`config.mk`:
```
export PLATFORM = sky130hd
export DESIGN_NAME = cafo_exec
export DESIGN_NICKNAME = d
export VERILOG_FILES = /design/src/shared/cafo_pkg.sv /design/src/shared/cafo_alu_if.sv /design/src/hdl/cafo_sub_flags.sv /design/src/hdl/cafo_exec.sv
export SDC_FILE = /design/constraint.sdc
export NUM_CORES = 1
export LEC_CHECK = 0
export BUFFER_PORTS_ARGS = -buffer_cell sky130_fd_sc_hd__clkbuf_2
export CORE_UTILIZATION = 45
export CTS_BUF_LIST = sky130_fd_sc_hd__clkbuf_8
export DETAILED_ROUTE_END_ITERATION = 8
export SLEW_MARGIN = 10
export SYNTH_ARGS = -nofsm -noshare
export SYNTH_HDL_FRONTEND = slang
export SYNTH_SLANG_ARGS = --single-unit
export TNS_END_PERCENT = 5
```
`constraint.sdc`:
```
create_clock -name ref_clk -period 9.7 [get_ports ref_clk]
set_clock_uncertainty 0.2 [all_clocks]
set_input_delay 0.97 -clock ref_clk [delete_from_list [all_inputs] [get_ports ref_clk]]
set_output_delay 0.97 -clock ref_clk [all_outputs]
set_load 0.01 [all_outputs]
```
`src/shared/cafo_pkg.sv`:
```
/*
 * cafo_pkg: register map, command codes, flag positions and datapath
 * constants for the compare / adjust / flag-ops execution block.
 * Assumes a 32-bit Avalon-MM slave port with byte addressing.
 */
package cafo_pkg;
  // ==========================================================
  // bus and register map
  localparam int unsigned ADDR_W       = 7;
  localparam int unsigned DATA_W       = 32;
  localparam logic [6:0]  OFS_CMD      = 7'h00;
  localparam logic [6:0]  OFS_FLAGS    = 7'h04;
  localparam logic [6:0]  OFS_ACC      = 7'h08;
  localparam logic [6:0]  OFS_EXT      = 7'h0c;
  localparam logic [6:0]  OFS_SRC_IDX  = 7'h10;
  localparam logic [6:0]  OFS_DST_IDX  = 7'h14;
  localparam logic [6:0]  OFS_OPD_DEST = 7'h18;
  localparam logic [6:0]  OFS_OPD_SRC  = 7'h1c;
  localparam logic [6:0]  OFS_STATUS   = 7'h20;
  localparam int unsigned MEM_SEL_BIT  = 6;
  localparam int unsigned MEM_AW       = 4;
  localparam int unsigned MEM_DEPTH    = 16;
  localparam logic [3:0]  IDX_ONE      = 4'h1;

  // ==========================================================
  // command register fields
  localparam int unsigned CMD_WORD_BIT = 4;
  localparam int unsigned CMD_REP_BIT  = 5;
  typedef enum logic [3:0] {
    OP_NOP       = 4'h0,
    OP_CLR_IE      = 4'h1,
    OP_TOG_CARRY   = 4'h2,
    OP_COMPARE     = 4'h3,
    OP_STR_COMPARE = 4'h4,
    OP_SIGN_EXT    = 4'h5,
    OP_DEC_ADJ_ADD = 4'h6,
    OP_DEC_ADJ_SUB = 4'h7,
    OP_SOFT_INT  = 4'h8
  } cafo_op_t;

  // ==========================================================
  // flag bit positions
  localparam int unsigned FL_CARRY = 0;
  localparam int unsigned FL_PAR   = 2;
  localparam int unsigned FL_AUX   = 4;
  localparam int unsigned FL_ZERO  = 6;
  localparam int unsigned FL_SIGN  = 7;
  localparam int unsigned FL_IE    = 9;
  localparam int unsigned FL_DIR   = 10;
  localparam int unsigned FL_OVF   = 11;
  localparam logic [15:0] FLAGS_RST = 16'h0000;

  // ==========================================================
  // datapath constants
  localparam logic [7:0]  BCD_NIB_MASK = 8'h0f;
  localparam logic [7:0]  BCD_NIB_MAX  = 8'h09;
  localparam logic [7:0]  BCD_LO_ADJ   = 8'h06;
  localparam logic [7:0]  BCD_BYTE_MAX = 8'h9f;
  localparam logic [7:0]  BCD_HI_ADJ   = 8'h60;
  localparam logic [15:0] SIGN_LIMIT   = 16'h8000;
  localparam logic [15:0] EXT_NEG      = 16'hffff;
  localparam logic [15:0] EXT_POS      = 16'h0000;
  localparam logic [15:0] STEP_BYTE    = 16'h0001;
  localparam logic [15:0] STEP_WORD    = 16'h0002;
endpackage

```
`src/shared/cafo_alu_if.sv`:
```
/*
 * cafo_alu_if: operands and resulting flags of the subtract-for-flags
 * unit. Assumes a purely combinational consumer.
 */
`timescale 1ns/1ps
interface cafo_alu_if;
  logic [15:0] a;
  logic [15:0] b;
  logic        word_op;
  logic        carry;
  logic        aux;
  logic        ovf;
  logic        sign;
  logic        zero;
  logic        par;
  modport calc (input a, b, word_op, output carry, aux, ovf, sign, zero, par);
  modport user (output a, b, word_op, input carry, aux, ovf, sign, zero, par);
endinterface

```
`src/hdl/cafo_sub_flags.sv`:
```
/*
 * cafo_sub_flags: computes a - b for byte or word operands and returns
 * only the arithmetic flags; the difference itself is discarded.
 * Assumes the caller registers the flags.
 */
`timescale 1ns/1ps
module cafo_sub_flags
  import cafo_pkg::*;
(
  cafo_alu_if.calc calc
);
  logic [16:0] diff_w;
  logic [8:0]  diff_b;
  logic [15:0] res;

  // ==========================================================
  // subtract, borrow shows in the extra bit
  always_comb
  begin
    diff_w = {1'b0, calc.a} - {1'b0, calc.b};
    diff_b = {1'b0, calc.a[7:0]} - {1'b0, calc.b[7:0]};
    res    = calc.word_op ? diff_w[15:0] : {8'h00, diff_b[7:0]};
    calc.aux = calc.a[4] ^ calc.b[4] ^ res[4];
    calc.par = ~^res[7:0];
    if (calc.word_op)
    begin
      calc.carry = diff_w[16];
      calc.sign  = res[15];
      calc.zero  = (res == 16'h0000);
      calc.ovf   = (calc.a[15] ^ calc.b[15]) & (calc.a[15] ^ res[15]);
    end
    else
    begin
      calc.carry = diff_b[8];
      calc.sign  = res[7];
      calc.zero  = (res[7:0] == 8'h00);
      calc.ovf   = (calc.a[7] ^ calc.b[7]) & (calc.a[7] ^ res[7]);
    end
  end
endmodule

```
`src/hdl/cafo_exec.sv`:
```
/*
 * cafo_exec: execution datapath for flag ops, compare, string compare,
 * word sign extend and packed decimal adjust, with interrupt masking.
 * Assumes an Avalon-MM master on ref_clk and asynchronous interrupt pins.
 */
// Local design decisions: register access over Avalon-MM and the register addresses.
// Contract
// - clear-interrupt-enable zeroes the enable flag, all other flags kept.
// - maskable request line is ignored while interrupt enable is zero.
// - non-maskable and software interrupts are served even when disabled.
// - toggle-carry inverts carry and touches no other flag.
// - compare subtracts source from destination, keeps operands, updates flags.
// - compare flags describe destination relative to source.
// - string compare tests target element against source element, memory untouched.
// - both indexes step up when direction is zero, else down.
// - string compare accepted as single and repeat-prefixed form.
// - word sign extend fills extension from accumulator sign, flags kept.
// - add adjust adds 6 and sets aux carry on nibble above 9.
// - add adjust then adds 60H and sets carry on byte above 9FH.
// - sub adjust subtracts 6 and sets aux carry on nibble above 9.
// - sub adjust then subtracts 60H and sets carry on byte above 9FH.
`timescale 1ns/1ps
module cafo_exec
  import cafo_pkg::*;
(
  input  wire logic              ref_clk,
  input  wire logic              sys_rst,
  input  wire logic [ADDR_W-1:0] avs_address,
  input  wire logic              avs_read,
  input  wire logic              avs_write,
  input  wire logic [DATA_W-1:0] avs_writedata,
  output logic      [DATA_W-1:0] avs_readdata,
  output logic                   avs_waitrequest,
  input  wire logic              maskable_request_line,
  input  wire logic              nmi_line,
  output logic                   maskable_taken,
  output logic                   nmi_taken,
  output logic                   soft_taken
);
  typedef enum logic [1:0] {ST_IDLE = 2'b01, ST_ACK = 2'b10} cafo_bus_st_t;

  cafo_bus_st_t      state_q, state_d;
  logic              wait_q, wait_d;
  logic [31:0]       rdata_q, rdata_d, rd_val;
  logic [15:0]       flags_q, flags_d;
  logic [15:0]       acc_q, acc_d;
  logic [15:0]       ext_q, ext_d;
  logic [15:0]       src_idx_q, src_idx_d;
  logic [15:0]       dst_idx_q, dst_idx_d;
  logic [15:0]       opd_dest_q, opd_dest_d;
  logic [15:0]       opd_src_q, opd_src_d;
  logic              rep_q, rep_d;
  cafo_op_t          last_op_q, last_op_d;
  logic [7:0]        mem_q [MEM_DEPTH];
  logic [7:0]        mem_d [MEM_DEPTH];
  logic              soft_q, soft_d;
  logic              irq_s1_q, irq_s2_q, nmi_s1_q, nmi_s2_q, nmi_s3_q;
  logic              mask_take_q, mask_take_d, nmi_take_q, nmi_take_d;
  logic              fire_wr, cmd_fire, cmd_word, cmd_rep;
  cafo_op_t          cmd_op;
  logic [15:0]       step, str_dst, str_src;
  logic [7:0]        adj1, adj2;
  logic              aux1, cry1, da_sub;
  logic [MEM_AW-1:0] dst_lo, src_lo;

  cafo_alu_if alu ();

  cafo_sub_flags u_sub (
    .calc (alu.calc)
  );

  assign avs_waitrequest = wait_q;
  assign avs_readdata    = rdata_q;
  assign maskable_taken  = mask_take_q;
  assign nmi_taken       = nmi_take_q;
  assign soft_taken      = soft_q;

  // ==========================================================
  // command decode and operand selection
  assign fire_wr  = (state_q == ST_ACK) && avs_write;
  assign cmd_fire = fire_wr && (avs_address == OFS_CMD);
  assign cmd_op   = cafo_op_t'(avs_writedata[3:0]);
  assign cmd_word = avs_writedata[CMD_WORD_BIT];
  assign cmd_rep  = avs_writedata[CMD_REP_BIT];
  assign dst_lo   = dst_idx_q[MEM_AW-1:0];
  assign src_lo   = src_idx_q[MEM_AW-1:0];
  assign str_dst  = {mem_q[dst_lo + IDX_ONE], mem_q[dst_lo]};
  assign str_src  = {mem_q[src_lo + IDX_ONE], mem_q[src_lo]};
  assign step     = cmd_word ? STEP_WORD : STEP_BYTE;

  always_comb
  begin
    // destination minus source in both compare forms
    alu.word_op = cmd_word;
    alu.a       = (cmd_op == OP_STR_COMPARE) ? str_dst : opd_dest_q;
    alu.b       = (cmd_op == OP_STR_COMPARE) ? str_src : opd_src_q;
  end

  // ==========================================================
  // decimal adjust; second test sees the byte after the first step
  always_comb
  begin
    da_sub = (cmd_op == OP_DEC_ADJ_SUB);
    adj1   = acc_q[7:0];
    aux1   = flags_q[FL_AUX];
    if (((acc_q[7:0] & BCD_NIB_MASK) > BCD_NIB_MAX) || flags_q[FL_AUX])
    begin
      adj1 = da_sub ? acc_q[7:0] - BCD_LO_ADJ : acc_q[7:0] + BCD_LO_ADJ;
      aux1 = 1'b1;
    end
    adj2 = adj1;
    cry1 = flags_q[FL_CARRY];
    if ((adj1 > BCD_BYTE_MAX) || flags_q[FL_CARRY])
    begin
      adj2 = da_sub ? adj1 - BCD_HI_ADJ : adj1 + BCD_HI_ADJ;
      cry1 = 1'b1;
    end
  end

  // ==========================================================
  // register read mux; memory window answers on its own bit
  always_comb
  begin
    rd_val = 32'h0000_0000;
    if (avs_address[MEM_SEL_BIT])
      rd_val = {24'h000000, mem_q[avs_address[MEM_AW+1:2]]};
    else
    begin
      unique case (avs_address)
        OFS_FLAGS:    rd_val = {16'h0000, flags_q};
        OFS_ACC:      rd_val = {16'h0000, acc_q};
        OFS_EXT:      rd_val = {16'h0000, ext_q};
        OFS_SRC_IDX:  rd_val = {16'h0000, src_idx_q};
        OFS_DST_IDX:  rd_val = {16'h0000, dst_idx_q};
        OFS_OPD_DEST: rd_val = {16'h0000, opd_dest_q};
        OFS_OPD_SRC:  rd_val = {16'h0000, opd_src_q};
        OFS_STATUS:   rd_val = {26'h0000000, rep_q, 1'b0, last_op_q};
        default:      rd_val = 32'h0000_0000;
      endcase
    end
  end

  // ==========================================================
  // bus slave and execution next state
  always_comb
  begin
    state_d    = state_q;
    wait_d     = 1'b1;
    rdata_d    = rdata_q;
    flags_d    = flags_q;
    acc_d      = acc_q;
    ext_d      = ext_q;
    src_idx_d  = src_idx_q;
    dst_idx_d  = dst_idx_q;
    opd_dest_d = opd_dest_q;
    opd_src_d  = opd_src_q;
    rep_d      = rep_q;
    last_op_d  = last_op_q;
    mem_d      = mem_q;
    soft_d     = 1'b0;
    unique case (state_q)
      ST_IDLE:
      begin
        if (avs_read || avs_write)
        begin
          state_d = ST_ACK;
          wait_d  = 1'b0;
          rdata_d = rd_val;
        end
      end
      ST_ACK:
      begin
        state_d = ST_IDLE;
      end
    endcase
    if (fire_wr && avs_address[MEM_SEL_BIT])
      mem_d[avs_address[MEM_AW+1:2]] = avs_writedata[7:0];
    else if (fire_wr)
    begin
      unique case (avs_address)
        OFS_FLAGS:    flags_d    = avs_writedata[15:0];
        OFS_ACC:      acc_d      = avs_writedata[15:0];
        OFS_EXT:      ext_d      = avs_writedata[15:0];
        OFS_SRC_IDX:  src_idx_d  = avs_writedata[15:0];
        OFS_DST_IDX:  dst_idx_d  = avs_writedata[15:0];
        OFS_OPD_DEST: opd_dest_d = avs_writedata[15:0];
        OFS_OPD_SRC:  opd_src_d  = avs_writedata[15:0];
        default:      ;
      endcase
    end
    if (cmd_fire)
    begin
      last_op_d = cmd_op;
      unique case (cmd_op)
        OP_CLR_IE:    flags_d[FL_IE] = 1'b0;
        OP_TOG_CARRY: flags_d[FL_CARRY] = ~flags_q[FL_CARRY];
        OP_COMPARE, OP_STR_COMPARE:
        begin
          flags_d[FL_CARRY] = alu.carry;
          flags_d[FL_AUX]   = alu.aux;
          flags_d[FL_OVF]   = alu.ovf;
          flags_d[FL_SIGN]  = alu.sign;
          flags_d[FL_ZERO]  = alu.zero;
          flags_d[FL_PAR]   = alu.par;
          if (cmd_op == OP_STR_COMPARE)
          begin
            // repeat form runs one element per command; looping is the caller's
            rep_d = cmd_rep;
            if (flags_q[FL_DIR])
            begin
              src_idx_d = src_idx_q - step;
              dst_idx_d = dst_idx_q - step;
            end
            else
            begin
              src_idx_d = src_idx_q + step;
              dst_idx_d = dst_idx_q + step;
            end
          end
        end
        OP_SIGN_EXT: ext_d = (acc_q < SIGN_LIMIT) ? EXT_POS : EXT_NEG;
        OP_DEC_ADJ_ADD, OP_DEC_ADJ_SUB:
        begin
          // overflow is left as it was rather than invented
          acc_d[7:0]         = adj2;
          flags_d[FL_AUX]    = aux1;
          flags_d[FL_CARRY]  = cry1;
          flags_d[FL_SIGN]   = adj2[7];
          flags_d[FL_ZERO]   = (adj2 == 8'h00);
          flags_d[FL_PAR]    = ~^adj2;
        end
        OP_SOFT_INT: soft_d = 1'b1;
        default: ;
      endcase
    end
  end

  always_ff @(posedge ref_clk)
  begin
    if (sys_rst)
    begin
      state_q    <= ST_IDLE;
      wait_q     <= 1'b1;
      rdata_q    <= 32'h0000_0000;
      flags_q    <= FLAGS_RST;
      acc_q      <= 16'h0000;
      ext_q      <= 16'h0000;
      src_idx_q  <= 16'h0000;
      dst_idx_q  <= 16'h0000;
      opd_dest_q <= 16'h0000;
      opd_src_q  <= 16'h0000;
      rep_q      <= 1'b0;
      last_op_q  <= OP_NOP;
      soft_q     <= 1'b0;
      for (int i = 0; i < MEM_DEPTH; i++)
        mem_q[i] <= 8'h00;
    end
    else
    begin
      state_q    <= state_d;
      wait_q     <= wait_d;
      rdata_q    <= rdata_d;
      flags_q    <= flags_d;
      acc_q      <= acc_d;
      ext_q      <= ext_d;
      src_idx_q  <= src_idx_d;
      dst_idx_q  <= dst_idx_d;
      opd_dest_q <= opd_dest_d;
      opd_src_q  <= opd_src_d;
      rep_q      <= rep_d;
      last_op_q  <= last_op_d;
      soft_q     <= soft_d;
      mem_q      <= mem_d;
    end
  end

  // ==========================================================
  // interrupt recognition; nmi is edge triggered, maskable is a level
  always_comb
  begin
    mask_take_d = irq_s2_q && flags_q[FL_IE];
    nmi_take_d  = nmi_s2_q && !nmi_s3_q;
  end

  always_ff @(posedge ref_clk)
  begin
    if (sys_rst)
    begin
      irq_s1_q    <= 1'b0;
      irq_s2_q    <= 1'b0;
      nmi_s1_q    <= 1'b0;
      nmi_s2_q    <= 1'b0;
      nmi_s3_q    <= 1'b0;
      mask_take_q <= 1'b0;
      nmi_take_q  <= 1'b0;
    end
    else
    begin
      irq_s1_q    <= maskable_request_line;
      irq_s2_q    <= irq_s1_q;
      nmi_s1_q    <= nmi_line;
      nmi_s2_q    <= nmi_s1_q;
      nmi_s3_q    <= nmi_s2_q;
      mask_take_q <= mask_take_d;
      nmi_take_q  <= nmi_take_d;
    end
  end
endmodule

```
### Word-level counts from Yosys, hierarchy flattened

Index checks and enable logic that the tools add are counted.

* bits in registers: 288
* word-level logic and storage cells: 203

* add/sub/neg operators: 12
* magnitude comparators: 9
* equal/unequal tests: 21
* multiplexer cells: 78
* bitwise operators: 17
* reductions and logical operators: 26

Operators by type and width (number)
* two-way mux 16 bit: 24
* binary-select mux 8 bit (select 4 bit): 5
* two-way mux 8 bit: 20
* bitwise mux 128 bit: 1
* case mux 16 bit (8 select lines): 1
* two-way mux 12 bit: 3
* adder 16 x 2 -> 16 bit: 2
* demux 8 bit (select 4 bit): 1
* subtractor 16 x 2 -> 16 bit: 2
* equality test 7 x 5 -> 1 bit, second input constant: 4
* greater-or-equal comparator 5 bit, second input constant: 5
* inverter 4 -> 5 bit: 5
* subtractor 16 x 16 -> 17 bit: 1
* equality test 4 x 3 -> 1 bit, second input constant: 4
* logical NOT 16 bit: 1
* logical NOT 8 bit: 2
* less-than comparator 16 bit, second input constant: 1
* XNOR reduction 8 bit: 2
* two-way mux 1 bit: 15
* AND reduction 3 bit: 5
* equality test 7 x 4 -> 1 bit, second input constant: 2
* subtractor 8 x 8 -> 9 bit: 1
* adder 4 x 1 -> 4 bit, second input constant: 2
* adder 8 x 3 -> 8 bit, second input constant: 1
* other kinds (28): 53

### Depth between registers and ports, before layout

Gate-level depths: netlist (run 1).

* depth in word-level cells: 13
* gate-level depth with buffers: 20
* gate-level depth less buffers: 18

### Hierarchy

Synthesis (run 1) repeated with hierarchy kept, for this count alone.

* cell total of the unflattened synthesis: 1996
* area, all modules: 19169.6 µm²

Modules (own cells, without submodules)
* cafo_exec: instances 1, cells each 1837, area an instance 18057.3 µm²
* cafo_sub_flags: instances 1, cells each 159, area an instance 1112.3 µm²

### Worst setup path before layout (run 1)

No wires, ideal clock.

* path type: input to register
* from: input avs_writedata[0]
* to: register flags_q[6]
* library setup time: 0.059 ns
* arrival time: 5.066 ns
* slack: 4.374 ns
* stages: 19
* path buffers: 2
* path through: clkbuf_1 -> nor2_1 -> nand2_1 -> nor2_1 -> clkbuf_1 -> mux2i_1 -> inv_1 -> ha_1 -> nor2b_1 -> o31ai_1 -> a21oi_1 -> a21oi_1 -> xor2_1 -> ha_1 -> nand4_1 -> or2_2 -> or3_1 -> nor4_1 -> a41o_1

* cells in the longest elaborated chain, start to end: 9
* elaborated cells on any way between the ends: 25

RTL lines
* start, declared: line cafo_exec.sv:31 `input wire logic [DATA_W-1:0] avs_writedata,`
* branches (longest 7 deep; another with subtractor 16 x 16 -> 17 bit)
* case mux 2 bit (2 select lines) *: line cafo_exec.sv:194 `unique case (cmd_op)`
* two-way mux 2 bit *: line cafo_exec.sv:191 `if (cmd_fire)`
* end signal, assigned: line cafo_exec.sv:263 `flags_q <= flags_d;`
* end, declared: line cafo_exec.sv:45 `logic [15:0] flags_q, flags_d;`

Every way passes the cells marked *.
A chain may end at the register's enable or synchronous reset.

### Worst setup path after layout (run 1)

* from: register dst_idx_q[0]
* to: register flags_q[7]

* cells in the longest elaborated chain, start to end: 11
* elaborated cells on any way between the ends: 16

RTL lines
* start, declared: line cafo_exec.sv:49 `logic [15:0] dst_idx_q, dst_idx_d;`
* start signal, assigned: line cafo_exec.sv:267 `dst_idx_q <= dst_idx_d;`
* adder 4 x 1 -> 4 bit: line cafo_exec.sv:87 `assign str_dst = {mem_q[dst_lo + IDX_ONE], mem_q[dst_lo]};`
* inverter 4 -> 5 bit (not written as such): line cafo_exec.sv:87
* binary-select mux 8 bit (select 4 bit): line cafo_exec.sv:87
* two-way mux 8 bit (not written as such) (2 in series): line cafo_exec.sv:87
* two-way mux 16 bit *: line cafo_exec.sv:95 `alu.a = (cmd_op == OP_STR_COMPARE) ? str_dst : opd_dest_q;`
* subtractor 16 x 16 -> 17 bit: line cafo_sub_flags.sv:20 `diff_w = {1'b0, calc.a} - {1'b0, calc.b};`
* two-way mux 16 bit *: line cafo_sub_flags.sv:22 `res = calc.word_op ? diff_w[15:0] : {8'h00, diff_b[7:0]};`
* two-way mux 1 bit *: line cafo_sub_flags.sv:25 `if (calc.word_op)`
* case mux 2 bit (2 select lines) *: line cafo_exec.sv:194
* two-way mux 2 bit *: line cafo_exec.sv:191

Every way passes the cells marked *; elsewhere a longest branch is shown, timed or not. The select of a mux whose other input is x is not followed.

==> results.toml, run 1 <==
[setup_path]
critical_path_cell_by_cell = "buf_4, ha_2, mux4_2, mux4_2, mux2_2, ha_1, nand2_1, nor2_1, o2bb2ai_1, a311oi_1, o41ai_2, xnor2_1, or3_1, a21oi_1"
cpMaxStageDelayCell = "ha_2"
worst-r2r-setup-slack_ns = 3.55
cpMostUsedCell = "mux4_2"
worstReg2RegStart = "dst_idx_q[0]"
family_with_the_most_delay_on_the_worst_path = "adder cells"
worst-endpoint-required_ns = 10.05
cp_data_arrival_time_ns = 6.50
timing.critical_path.from_type = "register"
worst_path_largest_cell_delay_ns = 1.01
setup.worst_path.end_class = "register"
cp.buffers_inverters = 1
worstPathMaxFanout = 38
timing.rr.end = "flags_q[7]"
r2r.worst_path.cells = 14
critical_path_class = "reg -> reg"

[sta]
min_period_over_period_pct = 63.4
final.hold.worst_slack_ns = 0.196
report.final.slew_viol_count = 0
slew_at_the_pin_closest_to_its_max_slew_limit_ns = 1.20
final-hold-violation-count = 0
setup_ws_ns = 3.55
slew_headroom_pct = 19.8
fmax_ghz = 0.163
rsz0062_at_grt = "false"
period_needed_ns = 6.15
finalSetupTns_ns = 0
setup_violations = 0

[min_path]
hold_path_end = "nmi_taken"
whs_path_depth = 1
hold_class = "reg -> reg"
min_from = "nmi_s3_q"

[route]
drt.antenna.violating_nets = 0
drt_pass1_iterations = 8
per_cell_via_count_in_the_routed_design = 6.57
drc_errors = 0
detail_route.iter0.violations = 1874
dr_total_vias = 16600
post_drt_wl_per_cell_um = 25.8
totalWireLength_um = 65200

[job]
cap_violations = 0

[cts]
number_of_buffers_inserted_during_clock_tree_synthesis = 48
path_clk_slew_ns = 0.06
cts.sink_count = 272
root_buffer = "clkbuf_8"
htree_levels = 2
clock_tree.buffer_depth = 3
cts_tree = "done"
post_cts_resize_count = 0
clock_insertion_delay_worst_skew_ns = 0.64
post-cts-setup-buffers = 0
cts_hold_repair.buffers = 0

[grt]
antenna_found_initial = 2
grt_overflow = 0
grt_start_max_net_pins = 94
via_count_of_the_first_global_routing_pass = 15900
grt.total_usage_pct = 30.2
grt_first_pass_wirelength_um = 98900

[placement]
placed_cell_area_um2 = 19600
post_place_worst_slack_ns = 3.34
dpl.cell_count = 2440
port_buffers = 48
routabilityCongestion = 0.923
dp_hpwl_um = 42600

[cells_and_area]
finalNetCount = 2059
final_core_utilization_pct = 49.1
layout.cell_area.non_filler_um2 = 20500
final_cell_count_no_fill = 2530
post_route_cells_drive_above_1_share_pct = 20.3
syn_to_final_growth_pct = 7.63
most_common_cell_after_layout_fill_and_taps_aside = "dfxtp_1"
most-common-layout-cells = "dfxtp_1, nand2_1, mux4_2"

[power_and_ir_drop]
power.static_leakage_nw = 7.38
power-per-cell-area_nw_per_um2 = 115
power_mw = 2.35
ir_worst_vdd_v = 0.0000923

[synth]
postSynth.topFlopCell = "dfxtp_1"
post_synth_inst_count = 1985
ys_warn_count = 0
syn_avg_cell_area_um2 = 9.61
synth_enable_flop_cells = 0
synth-seq-cells = 272
synth_sequential_area_ratio_pct = 28.5
netlist_area_um2 = 19100
yosysUniqueCellTypes = 81
ys_async_sr_fraction_pct = 0

[run_status]
run_status = "completed"

[die]
floorplan.rows = 75
die_footprint_um2 = 43200
core_ar_um2 = 41900
die_y_extent_um = 208
chipWidth_um = 208
ioPinCount = 81
start_util_pct = 45.6
==> synth_stat cells, types with 18 or more instances <==
| cell type | n | area (um^2) |
|---|---|---|
| a211oi_1 | 26 | 195 |
| a21oi_1 | 195 | 976 |
| mux4_2 | 201 | 4530 |
| nor2b_1 | 21 | 131 |
| nand2_1 | 237 | 890 |
| a311oi_1 | 20 | 175 |
| inv_1 | 20 | 75.1 |
| dfxtp_1 | 272 | 5450 |
| mux2i_1 | 119 | 1190 |
| buf_2 | 27 | 135 |
| nor2_1 | 169 | 634 |
| o21ai_0 | 77 | 385 |
| o21a_1 | 18 | 135 |
| clkbuf_1 | 124 | 465 |
| ha_1 | 59 | 738 |
| nor3_1 | 31 | 155 |
| nand3_1 | 51 | 255 |
| xnor2_1 | 33 | 289 |
| a22oi_1 | 42 | 315 |
==> registers in the layout, summed over array words and instances (netlist names), 16 cells and up <==
register	cells
ext_q	16
flags_q	16
mem_q	128
avs_readdata	16
opd_src_q	16
opd_dest_q	16
dst_idx_q	16
src_idx_q	16
acc_q	16
==> worst reg2reg max path: cells and delay by family (launching register included) <==
family                     cells  cell delay [ns]
buffers and inverters          1             0.73
and+or+nand+nor                3             0.60
xor gates and xnor gates       1             0.19
adders and majority gates      2             1.39
muxes                          3             1.28
DFF                            1             0.74
AOI/OAI and AO/OA              4             0.95
==> power by group <==
group          total (mW)  switching, mW  internal, mW
clock network        1.09          0.524         0.566
logic               0.140          0.107        0.0329
registers            1.12        0.00305          1.12
total                2.35          0.634          1.72
==> routing by layer <==
layer	GRT usage [%]	part of all wire, %	vias to the layer above
met5	0	0	-
met4	14.2	4.7	0
met3	6.70	10	177
met2	47.8	46	853
met1	39.5	39	8200
li1	-	-	7382
==> cell type report <==
type                            count  area, um^2
Antenna cell                        1        2.50
Multi-Input combinational cell   1524       12800
Tap cell                          539         674
Clock buffer                       61         840
Fill cell                        3935       21300
Inverter                           22        82.6
Timing Repair Buffer               83         514
Sequential cell                   272        5460
Clock inverter                     28         128
==> how the worst max path moves through the flow <==
stage                     start    endpoint  slack (ns)  cells after the start
4_1_cts            dst_idx_q[0]  flags_q[7]        3.58                     14
6_report           dst_idx_q[0]  flags_q[7]        3.55                     14
2_1_floorplan  avs_writedata[0]  flags_q[6]        4.37                     19
5_1_grt            dst_idx_q[0]  flags_q[6]        3.26                     16
3_5_place_dp   avs_writedata[0]  flags_q[6]        3.34                     19
3_3_place_gp   avs_writedata[0]  flags_q[6]        3.43                     19
==> kinds of logic (layout without fill, tap and decap cells) <==
group	Yosys count	after routing	synth area share [%]
adders and majority gates	63	63	4.29
other	1	17	0.0197
AOI/OAI and AO/OA	459	459	15.2
xor gates and xnor gates	52	52	2.47
DFF	272	272	28.5
and+or+nand+nor	596	596	13.9
muxes	338	338	31.1
buffers and inverters	204	194	4.61
(Power assumes the default switching activity.)
==> run 2: changes to the inputs <==
==> constraint.sdc (replaced) <==
create_clock -name ref_clk -period 5.45 [get_ports ref_clk]
set_clock_uncertainty 0.2 [all_clocks]
set_input_delay 0.545 -clock ref_clk [delete_from_list [all_inputs] [get_ports ref_clk]]
set_output_delay 0.545 -clock ref_clk [all_outputs]
set_load 0.01 [all_outputs]
==> results.toml, run 2 (synthesized netlist as in run 1, its figures left out) <==
[die]
start_util_pct = 45.6
die_y_extent_um = 208
chipWidth_um = 208
floorplan.rows = 75
die_footprint_um2 = 43200
core_ar_um2 = 41900
ioPinCount = 81

[cells_and_area]
finalNetCount = 2096
antenna-diode-count = 0
top_register = "mem_q"
fillers = 3938
most-common-layout-cells = "dfxtp_1, nand2_1, mux4_2"
post_route_cells_drive_above_1_share_pct = 21.5
syn_to_final_growth_pct = 9.67
most_common_cell_after_layout_fill_and_taps_aside = "dfxtp_1"
layout.cell_area.non_filler_um2 = 20900
largest_register_ff_count = 128

[route]
drc_errors = 0
dr_total_vias = 16900
drt_pass1_iterations = 6
drt.antenna.violating_nets = 0
detail_route.iter0.violations = 1711
post_drt_wl_per_cell_um = 26.3
per_cell_via_count_in_the_routed_design = 6.62
totalWireLength_um = 67200

[job]
cap_violations = 0

[cts]
cts.sink_count = 272
number_of_buffers_inserted_during_clock_tree_synthesis = 51
root_buffer = "clkbuf_8"
cts_tree = "done"
clock_insertion_delay_worst_skew_ns = 0.64
clock_tree.buffer_depth = 3
path_clk_slew_ns = 0.07
htree_levels = 2

[grt]
via_count_of_the_first_global_routing_pass = 16100
gr_layer_usage_met1_pct = 40.2
grt_use_met3_pct = 7.49
grt_overflow = 0
grt_util_met2_pct = 48.2
grt_first_pass_wirelength_um = 101000
grt_start_max_net_pins = 212
antenna_found_initial = 2
grt.total_usage_pct = 30.8
busiest_layer = "met2"

[power_and_ir_drop]
p_sw_share_pct = 26.1
power.static_leakage_nw = 7.61
combPwrFrac_pct = 6.0
power_frac_seq_pct = 46.0
internal_power_mw = 3.22
ir_worst_vdd_v = 0.000168
p_clk_share_pct = 48.0
power-per-cell-area_nw_per_um2 = 208
power_mw = 4.35
p_switching_mw = 1.13

[placement]
port_buffers = 48
post_place_worst_slack_ns = 0.328
routabilityCongestion = 0.920
placed_cell_area_um2 = 19900
dp_hpwl_um = 46000

[sta]
fmax_ghz = 0.194
final-hold-violation-count = 0
setup_violations = 0
finalSetupTns_ns = 0
setup_ws_ns = 0.288
slew_at_the_pin_closest_to_its_max_slew_limit_ns = 1.33
period_needed_ns = 5.16
rsz0062_at_grt = "false"
min_period_over_period_pct = 94.7
report.final.slew_viol_count = 0
slew_headroom_pct = 11.2

[run_status]
run_status = "completed"

[setup_path]
setup.worst_path.end_class = "register"
worstPathMaxFanout = 23
timing.critical_path.from_type = "register"
critical_path_cell_by_cell = "buf_4, mux4_2, mux4_2, mux2i_1, ha_1, o21a_1, nor2_1, a21oi_1, a21oi_1, xor2_1, ha_1, nand4_1, or2_2, or3_1, nor4_1, a41o_1"
cpMaxStageDelayCell = "dfxtp_4"
critical_path_class = "reg -> reg"
cp_data_arrival_time_ns = 5.55
worst-endpoint-required_ns = 5.84
worst_path_largest_cell_delay_ns = 0.64

[min_path]
hold_class = "in -> reg"
[run 2: worst paths after layout]
path | start | depth (start not counted) | slack (ns) | end
max | src_idx_q[0] | 16 | 0.29 | flags_q[6]
min | avs_writedata[3] | 3 | 0.07 | soft_taken
max reg2reg | src_idx_q[0] | 16 | 0.29 | flags_q[6]
min reg2reg | nmi_s3_q | 1 | 0.19 | nmi_taken
[run 2: per-stage QoR]
step	util (%)	hold WS (ns)	instances
detailed placement	47.4	0.179	2472
global route	50.0	0.0766	2561
CTS	50.0	0.0280	2561
global placement	47.4	0.177	2472
finish	50.0	0.0708	2561
floorplan	-	0.167	2000
[run 2: power by group through the flow]
| stage | Sequential [mW] | Combinational, mW | Clock (mW) |
|---|---|---|---|
| finish | 2.00 | 0.260 | 2.09 |
| global route | 2.00 | 0.270 | 2.20 |
| CTS | 2.00 | 0.254 | 2.11 |
| detailed placement | 2.04 | 0.252 | 0 |
| global placement | 2.04 | 0.252 | 0 |
| floorplan | 2.05 | 0.154 | 0 |
[run 2: layout make-up]
class	count	area [um^2]	share of cell area, %
clock buffer	65	895	4.28
clock inverter	22	150	0.718
inverter	22	82.6	0.395
multi-input combinational	1524	12800	61.3
sequential	272	5460	26.1
tap	539	674	3.22
timing repair buffer	117	837	4.00
[run 2: layer usage]
layer	wire length (um)	part of all wire [%]	vias up
met4	3110	4.6	2
met1	26600	40	8352
met5	12	0.018	-
met2	30500	45	944
met3	7000	10	185
li1	-	-	7462
[run 2: critical path: cells and delay by family (launching register included)]
family | cells | cell delay (ns)
AND/OR/NAND/NOR | 5 | 1.07
AO/OA/AOI/OAI | 4 | 0.67
XOR/XNOR | 1 | 0.31
flip-flops | 1 | 0.64
adder cells (fa/ha/maj) | 2 | 0.53
multiplexers | 3 | 1.21
buffers and inverters | 1 | 0.45
[run 2: repair_timing]
item	CTS	global route
hold buffers	2	0
hold endpoints to repair	2	0
buffers inserted	0	0
resized for setup	0	0
==> run 3: changes to the inputs <==
==> constraint.sdc (replaced) <==
create_clock -name ref_clk -period 6.7 [get_ports ref_clk]
set_clock_uncertainty 0.2 [all_clocks]
set_input_delay 0.67 -clock ref_clk [delete_from_list [all_inputs] [get_ports ref_clk]]
set_output_delay 0.67 -clock ref_clk [all_outputs]
set_load 0.01 [all_outputs]
==> results.toml, run 3 (synthesized netlist as in run 1, its figures left out) <==
[run_status]
run_status = "completed"

[route]
per_cell_via_count_in_the_routed_design = 6.54
dr_total_vias = 16600
post_drt_wl_per_cell_um = 26.0
detail_route.iter0.violations = 1552
drt.antenna.violating_nets = 0
drt_pass1_iterations = 8
totalWireLength_um = 66000
drc_errors = 0

[grt]
grt.total_usage_pct = 30.7
grt_start_max_net_pins = 201
via_count_of_the_first_global_routing_pass = 16000
antenna_found_initial = 4
grt_util_met2_pct = 47.5
busiest_layer = "met2"
grt_overflow = 0
grt_first_pass_wirelength_um = 100000
grt_use_met3_pct = 8.06
gr_layer_usage_met1_pct = 40.3

[die]
ioPinCount = 81
core_ar_um2 = 41900
die_y_extent_um = 208
floorplan.rows = 75
start_util_pct = 45.6
die_footprint_um2 = 43200
chipWidth_um = 208

[cts]
number_of_buffers_inserted_during_clock_tree_synthesis = 50
post_cts_resize_count = 0
clock_insertion_delay_worst_skew_ns = 0.66
cts.sink_count = 272
cts_hold_repair.buffers = 0
post-cts-setup-buffers = 0
root_buffer = "clkbuf_8"
cts_tree = "done"
htree_levels = 2
clock_tree.buffer_depth = 3
path_clk_slew_ns = 0.06

[cells_and_area]
post_route_cells_drive_above_1_share_pct = 21.1
multi_input_combinational_cell_area_um2 = 12800
largest_register_ff_count = 128
top_register = "mem_q"
syn_to_final_growth_pct = 8.82
seq_area_um2 = 5460
most_common_cell_after_layout_fill_and_taps_aside = "dfxtp_1"
layout.cell_area.non_filler_um2 = 20800
finalNetCount = 2079
antenna-diode-count = 0
fillers = 3900
most-common-layout-cells = "dfxtp_1, nand2_1, mux4_2"

[setup_path]
setup.worst_path.end_class = "register"
worst-endpoint-required_ns = 7.09
critical_path_class = "reg -> reg"
cp_data_arrival_time_ns = 6.05
worstPathMaxFanout = 24
timing.critical_path.from_type = "register"

[sta]
slew_headroom_pct = 12.0
finalSetupTns_ns = 0
setup_violations = 0
report.final.slew_viol_count = 0
rsz0062_at_grt = "false"
fmax_ghz = 0.176
final-hold-violation-count = 0
period_needed_ns = 5.67
slew_at_the_pin_closest_to_its_max_slew_limit_ns = 1.32
min_period_over_period_pct = 84.6
final.hold.worst_slack_ns = 0.0316

[min_path]
hold_class = "in -> reg"

[power_and_ir_drop]
p_switching_mw = 0.931
power-per-cell-area_nw_per_um2 = 170
power_frac_seq_pct = 46.2
p_clk_share_pct = 47.9
internal_power_mw = 2.59
combPwrFrac_pct = 5.9
ir_worst_vdd_v = 0.000145
power.static_leakage_nw = 7.51
p_sw_share_pct = 26.4

[placement]
placed_cell_area_um2 = 19700
dp_hpwl_um = 44200
port_buffers = 48
routabilityCongestion = 0.934

[job]
cap_violations = 0
run 3: changes by cell type in the layout (fill, tap and decap cells not counted), sizes merged:
cell,before,now
buf,68,54
bufinv,2,1
clkbuf,112,113
clkinv,6,9
dlygate4sd3,2,0
inv,35,31
run 3: path summary, 6_finish.rpt:
kind	from	slack [ns]	end	cells after the start
setup / recovery	dst_idx_q[0]	1.03	flags_q[6]	16
hold / removal	maskable_request_line	0.03	irq_s1_q	2
setup reg to reg	dst_idx_q[0]	1.03	flags_q[6]	16
hold reg to reg	nmi_s3_q	0.19	nmi_taken	1
run 3: power by group through the flow:
stage               sequential (mW)  combinational (mW)  clock (mW)
floorplan                      1.66               0.125           0
global placement               1.66               0.202           0
detailed placement             1.66               0.203           0
CTS                            1.63               0.203        1.72
global route                   1.63               0.217        1.79
finish                         1.63               0.206        1.69
run 3: metal layers:
layer	vias up	part of all wire, %
met5	-	0.050
met4	6	4.5
met3	179	10
met2	818	45
met1	8216	40
li1	7430	-
run 3: layout make-up:
type / instances / area share, %
inverter: 22 / 0.398
clock buffer: 66 / 4.38
timing repair buffer: 101 / 3.25
multi-input combinational: 1524 / 61.8
tap: 539 / 3.25
sequential: 272 / 26.3
clock inverter: 20 / 0.645
run 3: per-stage QoR:
| step | util [%] | std cells | total power [mW] | setup slack (ns) |
|---|---|---|---|---|
| 2_1_floorplan | - | 2000 | 1.79 | 1.67 |
| 3_5_place_dp | 47.1 | 2458 | 1.87 | 1.17 |
| 5_1_grt | 49.6 | 2544 | 3.63 | 0.762 |
| 3_3_place_gp | 47.1 | 2458 | 1.87 | 1.13 |
| 6_report | 49.6 | 2544 | 3.52 | 1.03 |
| 4_1_cts | 49.6 | 2544 | 3.55 | 1.10 |
run 3: critical path, cell delays in order (launching register included):
cell and delay, ns:
dfxtp_4 0.65, buf_4 0.40, mux4_2 0.54, mux4_2 0.54, mux2i_1 0.27, ha_1 0.19, nor2b_1 0.05, o31ai_1 0.40
a21oi_1 0.17, a21oi_1 0.40, xor2_1 0.33, ha_1 0.20, nand4_1 0.08, or2_2 0.29, or3_1 0.35, nor4_1 0.27
a41o_1 0.22
